**config.mk**
```make
export PLATFORM = sky130hd
export DESIGN_NAME = watchdog_counter
export DESIGN_NICKNAME = d
export VERILOG_FILES = /design/src/hw/wdt_pkg.sv /design/src/hw/wdt_sync.sv /design/src/hw/wdt_prescaler.sv /design/src/hw/watchdog_counter.sv
export SDC_FILE = /design/constraint.sdc
export NUM_CORES = 1
export LEC_CHECK = 0
export BUFFER_PORTS_ARGS = -buffer_cell sky130_fd_sc_hd__buf_2
export CELL_PAD_IN_SITES_DETAIL_PLACEMENT = 1
export CELL_PAD_IN_SITES_GLOBAL_PLACEMENT = 1
export CORE_MARGIN = 8
export CORE_UTILIZATION = 38
export DETAILED_ROUTE_END_ITERATION = 8
export PLACE_DENSITY_LB_ADDON = 0.1
export SLEW_MARGIN = 20
export SYNTH_ARGS = -nofsm -noshare
export SYNTH_HDL_FRONTEND = slang
export SYNTH_SLANG_ARGS = --single-unit
```
**constraint.sdc**
```tcl
create_clock -name mclk -period 3.5 [get_ports mclk]
set_input_delay 0.7 -clock mclk [delete_from_list [all_inputs] [get_ports mclk]]
set_output_delay 0.7 -clock mclk [all_outputs]
set_load 0.02 [all_outputs]
```
**src/hw/wdt_pkg.sv**
```systemverilog
// shared constants, register map and bus carriers for the watchdog
package wdt_pkg;

  // register indices; byte address is four times the index
  localparam int unsigned AW = 18;
  localparam logic [AW-1:0] IDX_PROC_MODE = 18'h00005;
  localparam logic [AW-1:0] IDX_CLK_MODE  = 18'h00007;
  localparam logic [AW-1:0] IDX_REFRESH = 18'h0000d;
  localparam logic [AW-1:0] IDX_START   = 18'h0000e;
  localparam logic [AW-1:0] IDX_CTRL    = 18'h0000f;
  localparam logic [AW-1:0] IDX_COUNT   = 18'h00010;
  localparam logic [AW-1:0] IDX_PROTECT = 18'h0001c;
  localparam logic [AW-1:0] IDX_OPTION  = 18'h0ffff;
  localparam int unsigned IDX_LSB = 2;

  // field positions
  localparam int unsigned PRESCALE_SEL_POS = 7;
  localparam int unsigned UF_RESET_SEL_POS = 2;
  localparam int unsigned STOP_MODE_POS    = 0;
  localparam int unsigned LOSC_STOP_POS    = 4;
  localparam int unsigned PROTECT_EN_POS   = 7;
  localparam int unsigned AUTOSTART_POS    = 0;
  localparam int unsigned PROTECT_INIT_POS = 7;

  // counter geometry and reload values
  localparam int unsigned CNT_W = 15;
  localparam logic [CNT_W-1:0] LOAD_NORMAL  = 15'h7fff;
  localparam logic [CNT_W-1:0] LOAD_PROTECT = 15'h0fff;
  localparam logic [CNT_W-1:0] CNT_ZERO     = 15'h0000;
  localparam logic [CNT_W-1:0] CNT_ONE      = 15'h0001;

  // prescaler ratios (terminal counts)
  localparam int unsigned PRE_W = 7;
  localparam logic [PRE_W-1:0] PRE_LAST_16  = 7'h0f;
  localparam logic [PRE_W-1:0] PRE_LAST_128 = 7'h7f;
  localparam logic [PRE_W-1:0] PRE_ONE      = 7'h01;
  localparam logic [PRE_W-1:0] PRE_ZERO     = 7'h00;

  // refresh key bytes and option values
  localparam logic [7:0] KEY_ARM    = 8'h00;
  localparam logic [7:0] KEY_FIRE   = 8'hff;
  localparam logic [7:0] OPT_ERASED = 8'hff;
  localparam logic [7:0] BYTE_ZERO  = 8'h00;
  localparam logic [31:0] WORD_ZERO = 32'h0000_0000;

  typedef struct packed {
    logic          psel;
    logic          penable;
    logic          pwrite;
    logic [31:0]   paddr;
    logic [31:0]   pwdata;
  } apb_req_t;

  typedef struct packed {
    logic          pready;
    logic          pslverr;
    logic [31:0]   prdata;
  } apb_rsp_t;

  // reset / interrupt request towards the system
  typedef struct packed {
    logic          irq;
    logic          rst;
  } wdt_evt_t;

endpackage

```
**src/hw/wdt_sync.sv**
```systemverilog
// two-flop synchroniser for asynchronous inputs
`timescale 1ns/1ps
module wdt_sync #(
  parameter int unsigned W = 1
) (
  // clock and reset
  input  wire logic         mclk,
  input  wire logic         sys_rst,
  // levels
  input  wire logic [W-1:0] d,
  output logic      [W-1:0] q
);
  logic [W-1:0] meta_r;

  // the first stage feeds only the second; no reset, so the option pins
  // still pass while the device is held in reset and the latch sees them
  always_ff @(posedge mclk) begin
    meta_r <= d;
    q      <= meta_r;
  end
endmodule

```
**src/hw/wdt_prescaler.sv**
```systemverilog
// cpu-clock prescaler giving one tick every 16 or 128 cycles
`timescale 1ns/1ps
module wdt_prescaler (
  // clock and reset
  input  wire logic mclk,
  input  wire logic sys_rst,
  // control
  input  wire logic run,
  input  wire logic sel128,
  // output
  output logic      tick
);
  import wdt_pkg::*;

  logic [PRE_W-1:0] pre_r;
  wire  [PRE_W-1:0] last = sel128 ? PRE_LAST_128 : PRE_LAST_16;
  wire              wrap = run && (pre_r >= last);

  // only device reset or a wrap clears it, so a refresh may shorten the first period
  always_ff @(posedge mclk) begin
    if (sys_rst) begin
      pre_r <= PRE_ZERO;
    end else if (wrap) begin
      pre_r <= PRE_ZERO;
    end else if (run) begin
      pre_r <= pre_r + PRE_ONE;
    end
  end

  assign tick = wrap;
endmodule

```
**src/hw/watchdog_counter.sv**
```systemverilog
// watchdog with protected count source, apb register access
//
// Chosen here: the APB slave port.
`timescale 1ns/1ps
module watchdog_counter (
  // clock and reset
  input  wire logic              mclk,
  input  wire logic              sys_rst,
  // register bus
  input  wire wdt_pkg::apb_req_t apbReq,
  output wdt_pkg::apb_rsp_t      apbRsp,
  // asynchronous inputs
  input  wire logic              loscClk,
  input  wire logic [7:0]        flashOpt,
  input  wire logic              flashErased,
  // cpu state, same clock
  input  wire logic              cpuWait,
  // outputs to the system
  output wdt_pkg::wdt_evt_t      wdtEvt,
  output logic                   stopReq,
  output logic                   loscOn
);
  import wdt_pkg::*;

  // synchronised pins
  logic [9:0] pinSync;
  logic       loscPrev_r;

  wdt_sync #(.W(10)) u_sync (
    .mclk    (mclk),
    .sys_rst (sys_rst),
    .d       ({loscClk, flashErased, flashOpt}),
    .q       (pinSync)
  );

  wire [7:0] optSrc   = pinSync[8] ? OPT_ERASED : pinSync[7:0];
  wire       loscLvl  = pinSync[9];
  wire       loscTick = loscLvl && !loscPrev_r;

  // state
  logic [CNT_W-1:0] cnt_r;
  logic             running_r;
  logic             protect_r;
  logic             armed_r;
  logic             presSel_r;
  logic             ufSel_r;
  logic             stopBit_r;
  logic             loscStop_r;
  logic [7:0]       optByte_r;
  apb_rsp_t         rsp_r;
  wdt_evt_t         evt_r;

  // register decode
  function automatic logic hit(input logic [31:0] a, input logic [AW-1:0] idx);
    hit = (a[AW+IDX_LSB-1:IDX_LSB] == idx) && (a[31:AW+IDX_LSB] == '0)
          && (a[IDX_LSB-1:0] == '0);
  endfunction

  // only the access cycle with pready high commits a write
  wire        setup   = apbReq.psel && !apbReq.penable;
  wire        wrEn    = apbReq.psel && apbReq.penable && rsp_r.pready && apbReq.pwrite;
  wire [31:0] pa      = apbReq.paddr;
  wire [7:0]  wb      = apbReq.pwdata[7:0];
  wire        selProc = hit(pa, IDX_PROC_MODE);
  wire        selClk  = hit(pa, IDX_CLK_MODE);
  wire        selRef  = hit(pa, IDX_REFRESH);
  wire        selSta  = hit(pa, IDX_START);
  wire        selCtl  = hit(pa, IDX_CTRL);
  wire        selCnt  = hit(pa, IDX_COUNT);
  wire        selPro  = hit(pa, IDX_PROTECT);
  wire        selOpt  = hit(pa, IDX_OPTION);
  wire        mapped  = selProc | selClk | selRef | selSta | selCtl | selCnt
                        | selPro | selOpt;

  // write strobes
  wire wrRef     = wrEn && selRef;
  wire wrStart   = wrEn && selSta;
  wire wrCtl     = wrEn && selCtl;
  wire wrProc    = wrEn && selProc;
  wire wrClk     = wrEn && selClk;
  wire protSet   = wrEn && selPro && wb[PROTECT_EN_POS] && !protect_r;
  wire refreshGo = wrRef && armed_r && (wb == KEY_FIRE);

  // counting
  // while unprotected, wait and stop freeze prescaler and counter alike; the held count resumes
  wire paused   = !protect_r && (cpuWait || stopBit_r);
  wire presRun  = running_r && !paused && !protect_r;
  wire presTick;

  wdt_prescaler u_pres (
    .mclk    (mclk),
    .sys_rst (sys_rst),
    .run     (presRun),
    .sel128  (presSel_r),
    .tick    (presTick)
  );

  wire              tick      = protect_r ? (running_r && loscTick) : presTick;
  wire              underflow = tick && (cnt_r == CNT_ZERO);
  wire [CNT_W-1:0]  reloadVal = protect_r ? LOAD_PROTECT : LOAD_NORMAL;
  wire              ufReset   = protect_r || ufSel_r;

  // read mux
  wire [7:0] rdCtl = {presSel_r, 7'h00};
  wire [7:0] rdProc = {5'h00, ufSel_r, 2'h0};
  wire [7:0] rdClk  = {3'h0, loscStop_r, 3'h0, stopBit_r};
  wire [7:0] rdPro = {protect_r, 7'h00};
  wire [31:0] rdData =
      selCtl ? {24'h000000, rdCtl} :
      selProc ? {24'h000000, rdProc} :
      selClk  ? {24'h000000, rdClk} :
      selSta ? {31'h00000000, running_r} :
      selCnt ? {17'h00000, cnt_r} :
      selPro ? {24'h000000, rdPro} :
      selOpt ? {24'h000000, optByte_r} : WORD_ZERO;

  // bus answer: ready in the cycle after setup, zero wait states
  always_ff @(posedge mclk) begin
    if (sys_rst) begin
      rsp_r <= '0;
    end else begin
      rsp_r.pready  <= setup;
      rsp_r.pslverr <= setup && !mapped;
      rsp_r.prdata  <= (setup && !apbReq.pwrite) ? rdData : WORD_ZERO;
    end
  end

  // option byte snapshot and oscillator edge
  always_ff @(posedge mclk) begin
    if (sys_rst) begin
      optByte_r  <= optSrc;
      loscPrev_r <= 1'b0;
    end else begin
      loscPrev_r <= loscLvl;
    end
  end

  // protection, start and refresh key
  always_ff @(posedge mclk) begin
    if (sys_rst) begin
      protect_r <= !optSrc[PROTECT_INIT_POS];
      running_r <= !optSrc[AUTOSTART_POS];
      armed_r   <= 1'b0;
    end else begin
      if (protSet) protect_r <= 1'b1;
      if (wrStart) running_r <= 1'b1;
      if (wrRef) armed_r <= (wb == KEY_ARM);
    end
  end

  // control bits; protection overrides software
  always_ff @(posedge mclk) begin
    if (sys_rst) begin
      presSel_r  <= 1'b0;
      ufSel_r    <= 1'b0;
      stopBit_r  <= 1'b0;
      loscStop_r <= 1'b0;
    end else begin
      if (wrCtl) presSel_r <= wb[PRESCALE_SEL_POS];
      if (protSet) begin
        ufSel_r    <= 1'b1;
        loscStop_r <= 1'b0;
      end else begin
        if (wrProc) ufSel_r <= wb[UF_RESET_SEL_POS];
        if (wrClk && !(protect_r && wb[LOSC_STOP_POS])) begin
          loscStop_r <= wb[LOSC_STOP_POS];
        end
      end
      if (wrClk && !(protect_r && wb[STOP_MODE_POS])) begin
        stopBit_r <= wb[STOP_MODE_POS];
      end
    end
  end

  // counter
  // protection entry wins over a refresh or underflow in the same cycle
  always_ff @(posedge mclk) begin
    if (sys_rst) begin
      cnt_r <= optSrc[PROTECT_INIT_POS] ? LOAD_NORMAL : LOAD_PROTECT;
    end else if (protSet) begin
      cnt_r <= LOAD_PROTECT;
    end else if (refreshGo || underflow) begin
      cnt_r <= reloadVal;
    end else if (tick) begin
      cnt_r <= cnt_r - CNT_ONE;
    end
  end

  // underflow events and pin outputs
  always_ff @(posedge mclk) begin
    if (sys_rst) begin
      evt_r   <= '0;
      stopReq <= 1'b0;
      loscOn  <= 1'b1;
    end else begin
      evt_r.irq <= underflow && !ufReset;
      evt_r.rst <= underflow && ufReset;
      stopReq   <= stopBit_r && !protect_r;
      loscOn    <= !loscStop_r;
    end
  end

  assign apbRsp = rsp_r;
  assign wdtEvt = evt_r;
endmodule

```
==> results of run 1 <==
==> registers in the layout, indices dropped and copies added, names as in the netlist <==
register       cells
wdtEvt             2
u_sync.meta_r     10
apbRsp            17
running_r          1
armed_r            1
loscOn             1
presSel_r          1
stopBit_r          1
loscStop_r         1
u_pres.pre_r       7
optByte_r          8
cnt_r             15
stopReq            1
protect_r          1
loscPrev_r         1
ufSel_r            1
u_sync.q          10
==> stage by stage <==
stage                     area (um^2)  std cells
after global placement           4000        524
after CTS                        4220        540
after global routing             4220        540
final                            4220        540
after floorplan                  3560        351
after detailed placement         4000        524
==> worst paths after layout <==
path	from	end	slack [ns]	depth (start not counted)
max reg2reg	cnt_r[3]$_SDFFCE_PP1P_	cnt_r[11]$_SDFFCE_PP1P_	0.91	6
min reg2reg	u_sync.meta_r[8]$_DFF_P_	u_sync.q[8]$_DFF_P_	0.33	0
min	u_sync.meta_r[8]$_DFF_P_	u_sync.q[8]$_DFF_P_	0.33	0
max	cnt_r[3]$_SDFFCE_PP1P_	cnt_r[11]$_SDFFCE_PP1P_	0.91	6
==> placed cells by master, fill, tap and decap left out, types with 4 or more instances in the layout <==
cell type  instances
a21oi_1            5
edfxtp_1          25
xnor2_1            7
inv_1             11
ha_1               5
nor2b_1            4
nor3_1             9
and3_1            12
nor4_1            15
and4_1             4
or2_2              8
a21o_1             4
nand4_1           14
dfxtp_1           54
nand2_1           29
nand3_1           11
clkbuf_8           9
a22o_1             4
xor2_1            10
nor2_1            22
conb_1            17
buf_4             11
buf_2             76
o31ai_1            5
==> routing by layer <==
layer	up-vias	track usage, %	share of wire, %	wire length [um]
met1	1357	17.3	45	4090
met5	-	0	0	0
li1	1381	-	-	-
met3	4	5.05	6.2	564
met2	72	25.0	48	4300
met4	0	4.41	0.92	83
==> power by group through the flow <==
stage / clock [mW] / sequential [mW] / combinational, mW
2_1_floorplan: 0 / 1.00 / 0.0800
3_3_place_gp: 0 / 1.01 / 0.119
3_5_place_dp: 0 / 1.01 / 0.122
4_1_cts: 0.749 / 0.989 / 0.123
5_1_grt: 0.785 / 0.992 / 0.136
6_report: 0.721 / 0.989 / 0.122
==> cell families after synthesis <==
| logic type | count (synthesis) | synth area share [%] |
|---|---|---|
| xor gates and xnor gates | 17 | 4.25 |
| adders and majority gates | 5 | 1.79 |
| DFF | 79 | 52.3 |
| AOI/OAI and AO/OA | 39 | 9.00 |
| other | 1 | 0.107 |
| buffers and inverters | 36 | 6.00 |
| and+or+nand+nor | 155 | 25.7 |
| muxes | 3 | 0.893 |
==> critical path: cells and delay by family, from the launching register on <==
family / cells / cell delay (ns)
buffers and inverters: 1 / 0.24
AO/OA/AOI/OAI: 1 / 0.49
flip-flops: 1 / 0.51
AND/OR/NAND/NOR: 4 / 1.03
==> final cells by class <==
cell class | count | area [um^2]
multi-input combinational | 236 | 1520
timing repair buffer | 87 | 463
clock inverter | 2 | 15.0
clock buffer | 14 | 206
inverter | 11 | 41.3
tap | 111 | 139
fill | 1059 | 4890
sequential | 79 | 1830
==> flow_summary.yaml, run 1 <==
worst_setup_path:
  max_stage_delay_ns: 0.51
  cp-start-kind: "flop"
  worst-endpoint-required_ns: 3.54
  cp_max_fo: 15
  path_cells: "nor4_1 -> nand4_1 -> a311oi_1 -> nor3_2 -> nand3_1 -> buf_4"
  slowest_stage: "edfxtp_1"
  crit_arrival_ns: 2.62
  cp-end-kind: "flop"
  crit_type: "reg2reg"
pwr:
  internal_power_mw: 1.41
  leakagePower_nw: 1.71
  p_seq_share_pct: 54.0
  power_mw: 1.83
  clockPowerShare_pct: 39.3
  p_sw_share_pct: 22.9
  p_comb_share_pct: 6.7
  power.density_nw_per_um2: 434
  power.switching_mw: 0.420
  vdd_drop_max_v: 0.000311
die:
  start_util_pct: 38.5
  num_rows: 35
  io_pins: 118
  dieArea_um2: 12600
  dieHeight_um: 112
  die_w_um: 112
  core_area_um2: 9110
global_routing:
  grt_max_degree: 23
  antenna_found_initial: 0
  grtUsageTotal_pct: 14.8
  grt_pass1_wl_mm: 15.0
  grt_pass1_vias: 2992
  overflow: 0
sta:
  fmax_ghz: 0.386
  holdWs_ns: 0.330
  hold_viol: 0
  rsz0062_at_grt: "false"
  report.final.setup_viol: 0
  period_share_pct: 73.9
  max_slew_margin_pct: 44.8
  fin_crit_ns: 2.59
  fin_worst_skew_ns: 0.0136
  drv_slew: 0
  worstMarginPinSlew_ns: 0.825
  setup-tns-final_ns: 0
  fin_ws_ns: 0.912
detailed_routing:
  viasPerCell: 5.21
  vias: 2814
  route.detailed.drc: 0
  wl_per_cell_um: 16.7
  drtPass1Iterations: 4
  drt_wl_total_mm: 9.04
  drt-initial-drc-count: 98
  ant_nets: 0
clock_network:
  cts.repair.resized: 0
  clock_latency_ns: 0.35
  cts_setup_buffers: 0
  clock-sinks: 79
  htreeDepth: 3
  postCtsHoldBufs: 0
  tritoncts: "done"
  clockBufferDepth: 2
  cts-root-buf: "clkbuf_8"
  clk_pin_slew_worst_paths_ns: 0.09
  numCtsBuffers: 9
synthesis:
  synth_top_area_share_pct: 30.8
  ys.flop_type: "dfxtp_1"
  syn_area_per_cell_um2: 10.5
  netlist_area_um2: 3500
  synth_commonest_cells: "dfxtp_1 (54), nand2_1 (29), edfxtp_1 (25), nor2_1 (22), buf_4 (18)"
  ys_seq_area_share_pct: 52.3
  synthMostInstantiatedCell: "dfxtp_1"
  synth_area_leaders: "dfxtp_1 (31%), edfxtp_1 (21%), buf_4 (3.9%)"
  synth_seq_cells: 79
  yosys_warnings: 0
  netlist_instances: 335
  async_flop_share_pct: 0
  synth_edf_count: 25
  synthDistinctLibCells: 56
  yosysTopAreaCell: "dfxtp_1"
cells_and_area:
  drive_gt1_share_pct: 27.5
  antenna_cells: 0
  post-route-util_pct: 46.3
  area_delta_synth_final_pct: 20.4
  fin_nets: 509
placement:
  io_buffer_count: 76
  gp_congestion: 0.857
  hpwl_mm: 7.22
  pre_cts_slack_ns: 0.565
job:
  maxCapViolCount: 0
outcome:
  status: "completed"
hold_path:
  hold_path_class: "reg2reg"
(Power assumes the default switching activity.)
==> run 2: changes to the inputs <==
--- a/config.mk
+++ b/config.mk
@@ -9,7 +9,7 @@
 export CELL_PAD_IN_SITES_DETAIL_PLACEMENT = 1
 export CELL_PAD_IN_SITES_GLOBAL_PLACEMENT = 1
 export CORE_MARGIN = 8
-export CORE_UTILIZATION = 38
+export CORE_UTILIZATION = 34
 export DETAILED_ROUTE_END_ITERATION = 8
 export PLACE_DENSITY_LB_ADDON = 0.1
 export SLEW_MARGIN = 20
==> constraint.sdc (replaced) <==
create_clock -name mclk -period 2.38 [get_ports mclk]
set_input_delay 0.476 -clock mclk [delete_from_list [all_inputs] [get_ports mclk]]
set_output_delay 0.476 -clock mclk [all_outputs]
set_load 0.02 [all_outputs]
==> run 2 against run 1 <==
Net effect:
- non-clock buffer count is 40 higher
- clock-buffer cell count shrank 3
- die area grew 10%
==> flow_summary.yaml, run 2 (same netlist as run 1, synthesis figures left out) <==
clock_network:
  clockBufferDepth: 2
  postCtsHoldBufs: 0
  cts-root-buf: "clkbuf_8"
  clk_pin_slew_worst_paths_ns: 0.08
  clock_latency_ns: 0.35
  numCtsBuffers: 9
  clock-sinks: 79
  htreeDepth: 3
  tritoncts: "done"
placement:
  io_buffer_count: 76
  postPlaceCellArea_um2: 4330
  gp_congestion: 0.854
  dp.cells: 588
  hpwl_mm: 7.97
pwr:
  power.switching_mw: 0.626
  leakagePower_nw: 1.90
  clockPowerShare_pct: 37.6
  power.density_nw_per_um2: 583
  internal_power_mw: 2.04
  power_mw: 2.67
  p_comb_share_pct: 8.1
  p_seq_share_pct: 54.3
  p_sw_share_pct: 23.5
  vdd_drop_max_v: 0.000278
die:
  dieHeight_um: 118
  start_util_pct: 34.4
  dieArea_um2: 13800
  num_rows: 37
  io_pins: 118
  core_area_um2: 10200
  die_w_um: 118
detailed_routing:
  drt-initial-drc-count: 162
  drtPass1Iterations: 4
  vias: 2990
  route.detailed.drc: 0
  viasPerCell: 4.94
  wl_per_cell_um: 16.4
  ant_nets: 0
  drt_wl_total_mm: 9.91
cells_and_area:
  design_area_um2: 4570
  antenna_cells: 0
  drive_gt1_share_pct: 34.8
  layout_common_cells: "buf_2 (76), dfxtp_1 (54), buf_4 (50)"
  fin_nets: 549
  fillers: 1207
  area_delta_synth_final_pct: 30.4
  largest_reg_flops: 17
  instances_no_fill: 605
  final_common_cell: "buf_2"
worst_setup_path:
  cp_max_fo: 15
  crit_arrival_ns: 2.33
  worst-endpoint-required_ns: 2.44
  cp-start-kind: "primary input"
  cp-end-kind: "flop"
  crit_type: "in2reg"
global_routing:
  overflow: 0
  grt_pass1_vias: 3187
  antenna_found_initial: 0
  grt_max_degree: 19
  grt_pass1_wl_mm: 16.3
  grtUsageTotal_pct: 14.5
sta:
  drv_slew: 0
  setup-tns-final_ns: 0
  fin_worst_skew_ns: 0.0147
  holdWs_ns: 0.225
  hold_viol: 0
  report.final.setup_viol: 0
  period_share_pct: 95.2
  fmax_ghz: 0.442
  fin_crit_ns: 2.26
  rsz0062_at_grt: "false"
job:
  maxCapViolCount: 0
outcome:
  status: "completed"
hold_path:
  hold_path_class: "in2reg"
## run 2: per-stage QoR
stage / setup WS [ns] / utilization (%)
6_report: 0.115 / 44.9
2_1_floorplan: -0.153 / -
5_1_grt: 0.0214 / 44.9
3_3_place_gp: -0.259 / 42.6
4_1_cts: 0.0329 / 44.5
3_5_place_dp: -0.274 / 42.6
## run 2: layout make-up
| type | count | area (um^2) | share of cell area (%) |
|---|---|---|---|
| sequential | 79 | 1830 | 40.1 |
| inverter | 11 | 41.3 | 0.903 |
| timing repair buffer | 127 | 776 | 17.0 |
| multi-input combinational | 236 | 1550 | 34.0 |
| clock buffer | 11 | 141 | 3.09 |
| tap | 136 | 170 | 3.72 |
| clock inverter | 5 | 57.6 | 1.26 |
## run 2: what timing repair did
item                       4_1_cts  5_1_grt
resized for setup                0        3
setup buffers                    0        1
setup endpoints to repair        0       22
## run 2: worst paths after layout
| path | from | endpoint | slack, ns | cells after the start |
|---|---|---|---|---|
| setup / recovery | apbReq[51] | cnt_r[10]$_SDFFCE_PP1P_ | 0.12 | 7 |
| hold reg to reg | u_sync.meta_r[9]$_DFF_P_ | u_sync.q[9]$_DFF_P_ | 0.32 | 0 |
| hold / removal | flashOpt[2] | u_sync.meta_r[2]$_DFF_P_ | 0.23 | 1 |
| setup reg to reg | protect_r$_SDFFCE_PN1P_ | cnt_r[14]$_DFFE_PP_ | 0.17 | 6 |
## run 2: power groups by stage
stage / clock (mW) / combinational [mW] / sequential (mW)
2_1_floorplan: 0 / 0.119 / 1.48
3_3_place_gp: 0 / 0.205 / 1.48
3_5_place_dp: 0 / 0.210 / 1.48
4_1_cts: 1.04 / 0.210 / 1.45
5_1_grt: 1.10 / 0.236 / 1.45
6_report: 1.00 / 0.215 / 1.45
## run 2: routing by layer
| layer | GRT usage [%] | vias to the layer above | wire length (um) |
|---|---|---|---|
| met2 | 23.9 | 78 | 4750 |
| met4 | 4.08 | 0 | 108 |
| met1 | 18.4 | 1441 | 4530 |
| li1 | - | 1461 | - |
| met3 | 3.60 | 10 | 520 |
| met5 | 0 | - | 0 |
## run 2: worst max-delay path: stages
cell     delay [ns]
buf_2          0.11
or4_4          0.53
or4_4          0.56
o41ai_4        0.27
nor3_2         0.12
nand3_4        0.10
buf_12         0.15
==> run 3: changes to the inputs <==
--- a/config.mk
+++ b/config.mk
@@ -11,6 +11,7 @@
 export CORE_MARGIN = 8
 export CORE_UTILIZATION = 34
 export DETAILED_ROUTE_END_ITERATION = 8
+export MAX_ROUTING_LAYER = met4
 export PLACE_DENSITY_LB_ADDON = 0.1
 export SLEW_MARGIN = 20
 export SYNTH_ARGS = -nofsm -noshare
==> run 3 against run 2 <==
Net effect:
- register-to-register slack is essentially flat
- total power down 0.62%
- combinational power shrank 3%
- clock skew about the same
- critical path type unchanged
- largest power group unchanged
- highest routed layer unchanged
==> flow_summary.yaml, run 3 (same netlist as run 1, synthesis figures left out) <==
die:
  io_pins: 118
  start_util_pct: 34.4
  die_w_um: 118
  core_area_um2: 10200
  num_rows: 37
  dieHeight_um: 118
  dieArea_um2: 13800
outcome:
  status: "completed"
global_routing:
  overflow: 0
  antenna_found_initial: 0
  grt_pass1_wl_mm: 15.9
  grt_max_degree: 19
  grt_pass1_vias: 3110
  grtUsageTotal_pct: 14.6
worst_setup_path:
  slowest_stage: "or4_4"
  cp-start-kind: "primary input"
  crit_type: "in2reg"
  worst-endpoint-required_ns: 2.41
  crit_family: "simple AND/OR/NAND/NOR gates"
  cpMostUsedCell: "or4_4"
  critPathBufInv: 1
  max_stage_delay_ns: 0.56
  cp-end-kind: "flop"
  path_cells: "buf_2 -> or4_4 -> or4_4 -> o41ai_4 -> nor3_2 -> nand3_4"
  cp_max_fo: 15
  crit_arrival_ns: 2.31
cells_and_area:
  post-route-util_pct: 44.6
  largest_reg_flops: 17
  area_delta_synth_final_pct: 29.7
  drive_gt1_share_pct: 34.5
  layout_common_cells: "buf_2 (76), dfxtp_1 (54), buf_4 (51)"
  antenna_cells: 0
  final_common_cell: "buf_2"
  fillers: 1177
  fin_nets: 549
hold_path:
  hold_path_class: "in2reg"
sta:
  fin_crit_ns: 2.27
  hold_viol: 0
  setup-tns-final_ns: 0
  report.final.setup_viol: 0
  drv_slew: 0
  fmax_ghz: 0.440
  fin_worst_skew_ns: 0.0145
  rsz0062_at_grt: "false"
  period_share_pct: 95.5
  holdWs_ns: 0.220
pwr:
  power_mw: 2.65
  leakagePower_nw: 1.89
  vdd_drop_max_v: 0.000443
  power.density_nw_per_um2: 583
clock_network:
  clock-sinks: 79
  cts-root-buf: "clkbuf_8"
  clock_latency_ns: 0.35
  tritoncts: "done"
  clk_pin_slew_worst_paths_ns: 0.09
  numCtsBuffers: 9
  clockBufferDepth: 2
  htreeDepth: 3
placement:
  gp_congestion: 0.854
  hpwl_mm: 7.97
  io_buffer_count: 76
detailed_routing:
  viasPerCell: 4.82
  drt_wl_total_mm: 9.72
  vias: 2915
  route.detailed.drc: 0
  drt-initial-drc-count: 100
  wl_per_cell_um: 16.1
  drtPass1Iterations: 4
  ant_nets: 0
job:
  maxCapViolCount: 0
run 3: cell types whose count changed in the layout (fill, tap and decap cells not counted), sizes merged:
cell      previous run  this run
inv                 12        13
clkinvlp             0         2
clkbuf              11        10
clkinv               3         1
run 3: repair_timing:
item / in CTS / in global routing
endpoints found under the setup margin: 0 / 20
hold buffers: 0 / 0
gates resized for setup: 0 / 2
setup buffers: 0 / 0
run 3: worst register-to-register path, cell delays in order (launching register included):
cell,delay [ns]
edfxtp_1,0.40
or4b_1,0.57
a21o_1,0.23
a311oi_2,0.33
buf_4,0.18
o21a_1,0.17
o31ai_1,0.09
run 3: final timing paths:
path | start | to | slack [ns] | cells after the start
worst max-delay path | apbReq[51] | cnt_r[1]$_SDFFCE_PP1P_ | 0.11 | 6
worst max register to register | protect_r$_SDFFCE_PN1P_ | cnt_r[12]$_DFFE_PP_ | 0.17 | 6
worst min register to register | u_sync.meta_r[9]$_DFF_P_ | u_sync.q[9]$_DFF_P_ | 0.33 | 0
worst min-delay path | flashOpt[1] | u_sync.meta_r[1]$_DFF_P_ | 0.22 | 1
run 3: final cells by class:
type / count / area, um^2 / area share [%]
tap: 136 / 170 / 3.74
clock inverter: 6 / 67.6 / 1.49
clock buffer: 10 / 128 / 2.81
multi-input combinational: 236 / 1550 / 34.0
inverter: 11 / 41.3 / 0.908
timing repair buffer: 127 / 763 / 16.8
sequential: 79 / 1830 / 40.3
run 3: through the flow:
stage / setup WS [ns] / area (um^2) / cells
floorplan: -0.153 / 3580 / 351
global placement: -0.261 / 4340 / 589
detailed placement: -0.286 / 4340 / 589
CTS: 0.0150 / 4540 / 605
global route: 0.0404 / 4550 / 605
finish: 0.106 / 4550 / 605
run 3: report_power, final:
part	total [mW]	leakage [nW]	internal, mW	switching [mW]
Clock	0.992	0.0933	0.491	0.502
Combinational	0.209	1.14	0.0903	0.118
Sequential	1.45	0.654	1.43	0.0185
run 3: routing by layer:
layer	part of all wire [%]	global-route usage, %	vias to the layer above
met5	0	-	-
met4	1.1	4.32	0
met3	4.1	3.41	8
met2	47	23.4	61
met1	47	18.1	1384
li1	-	-	1462
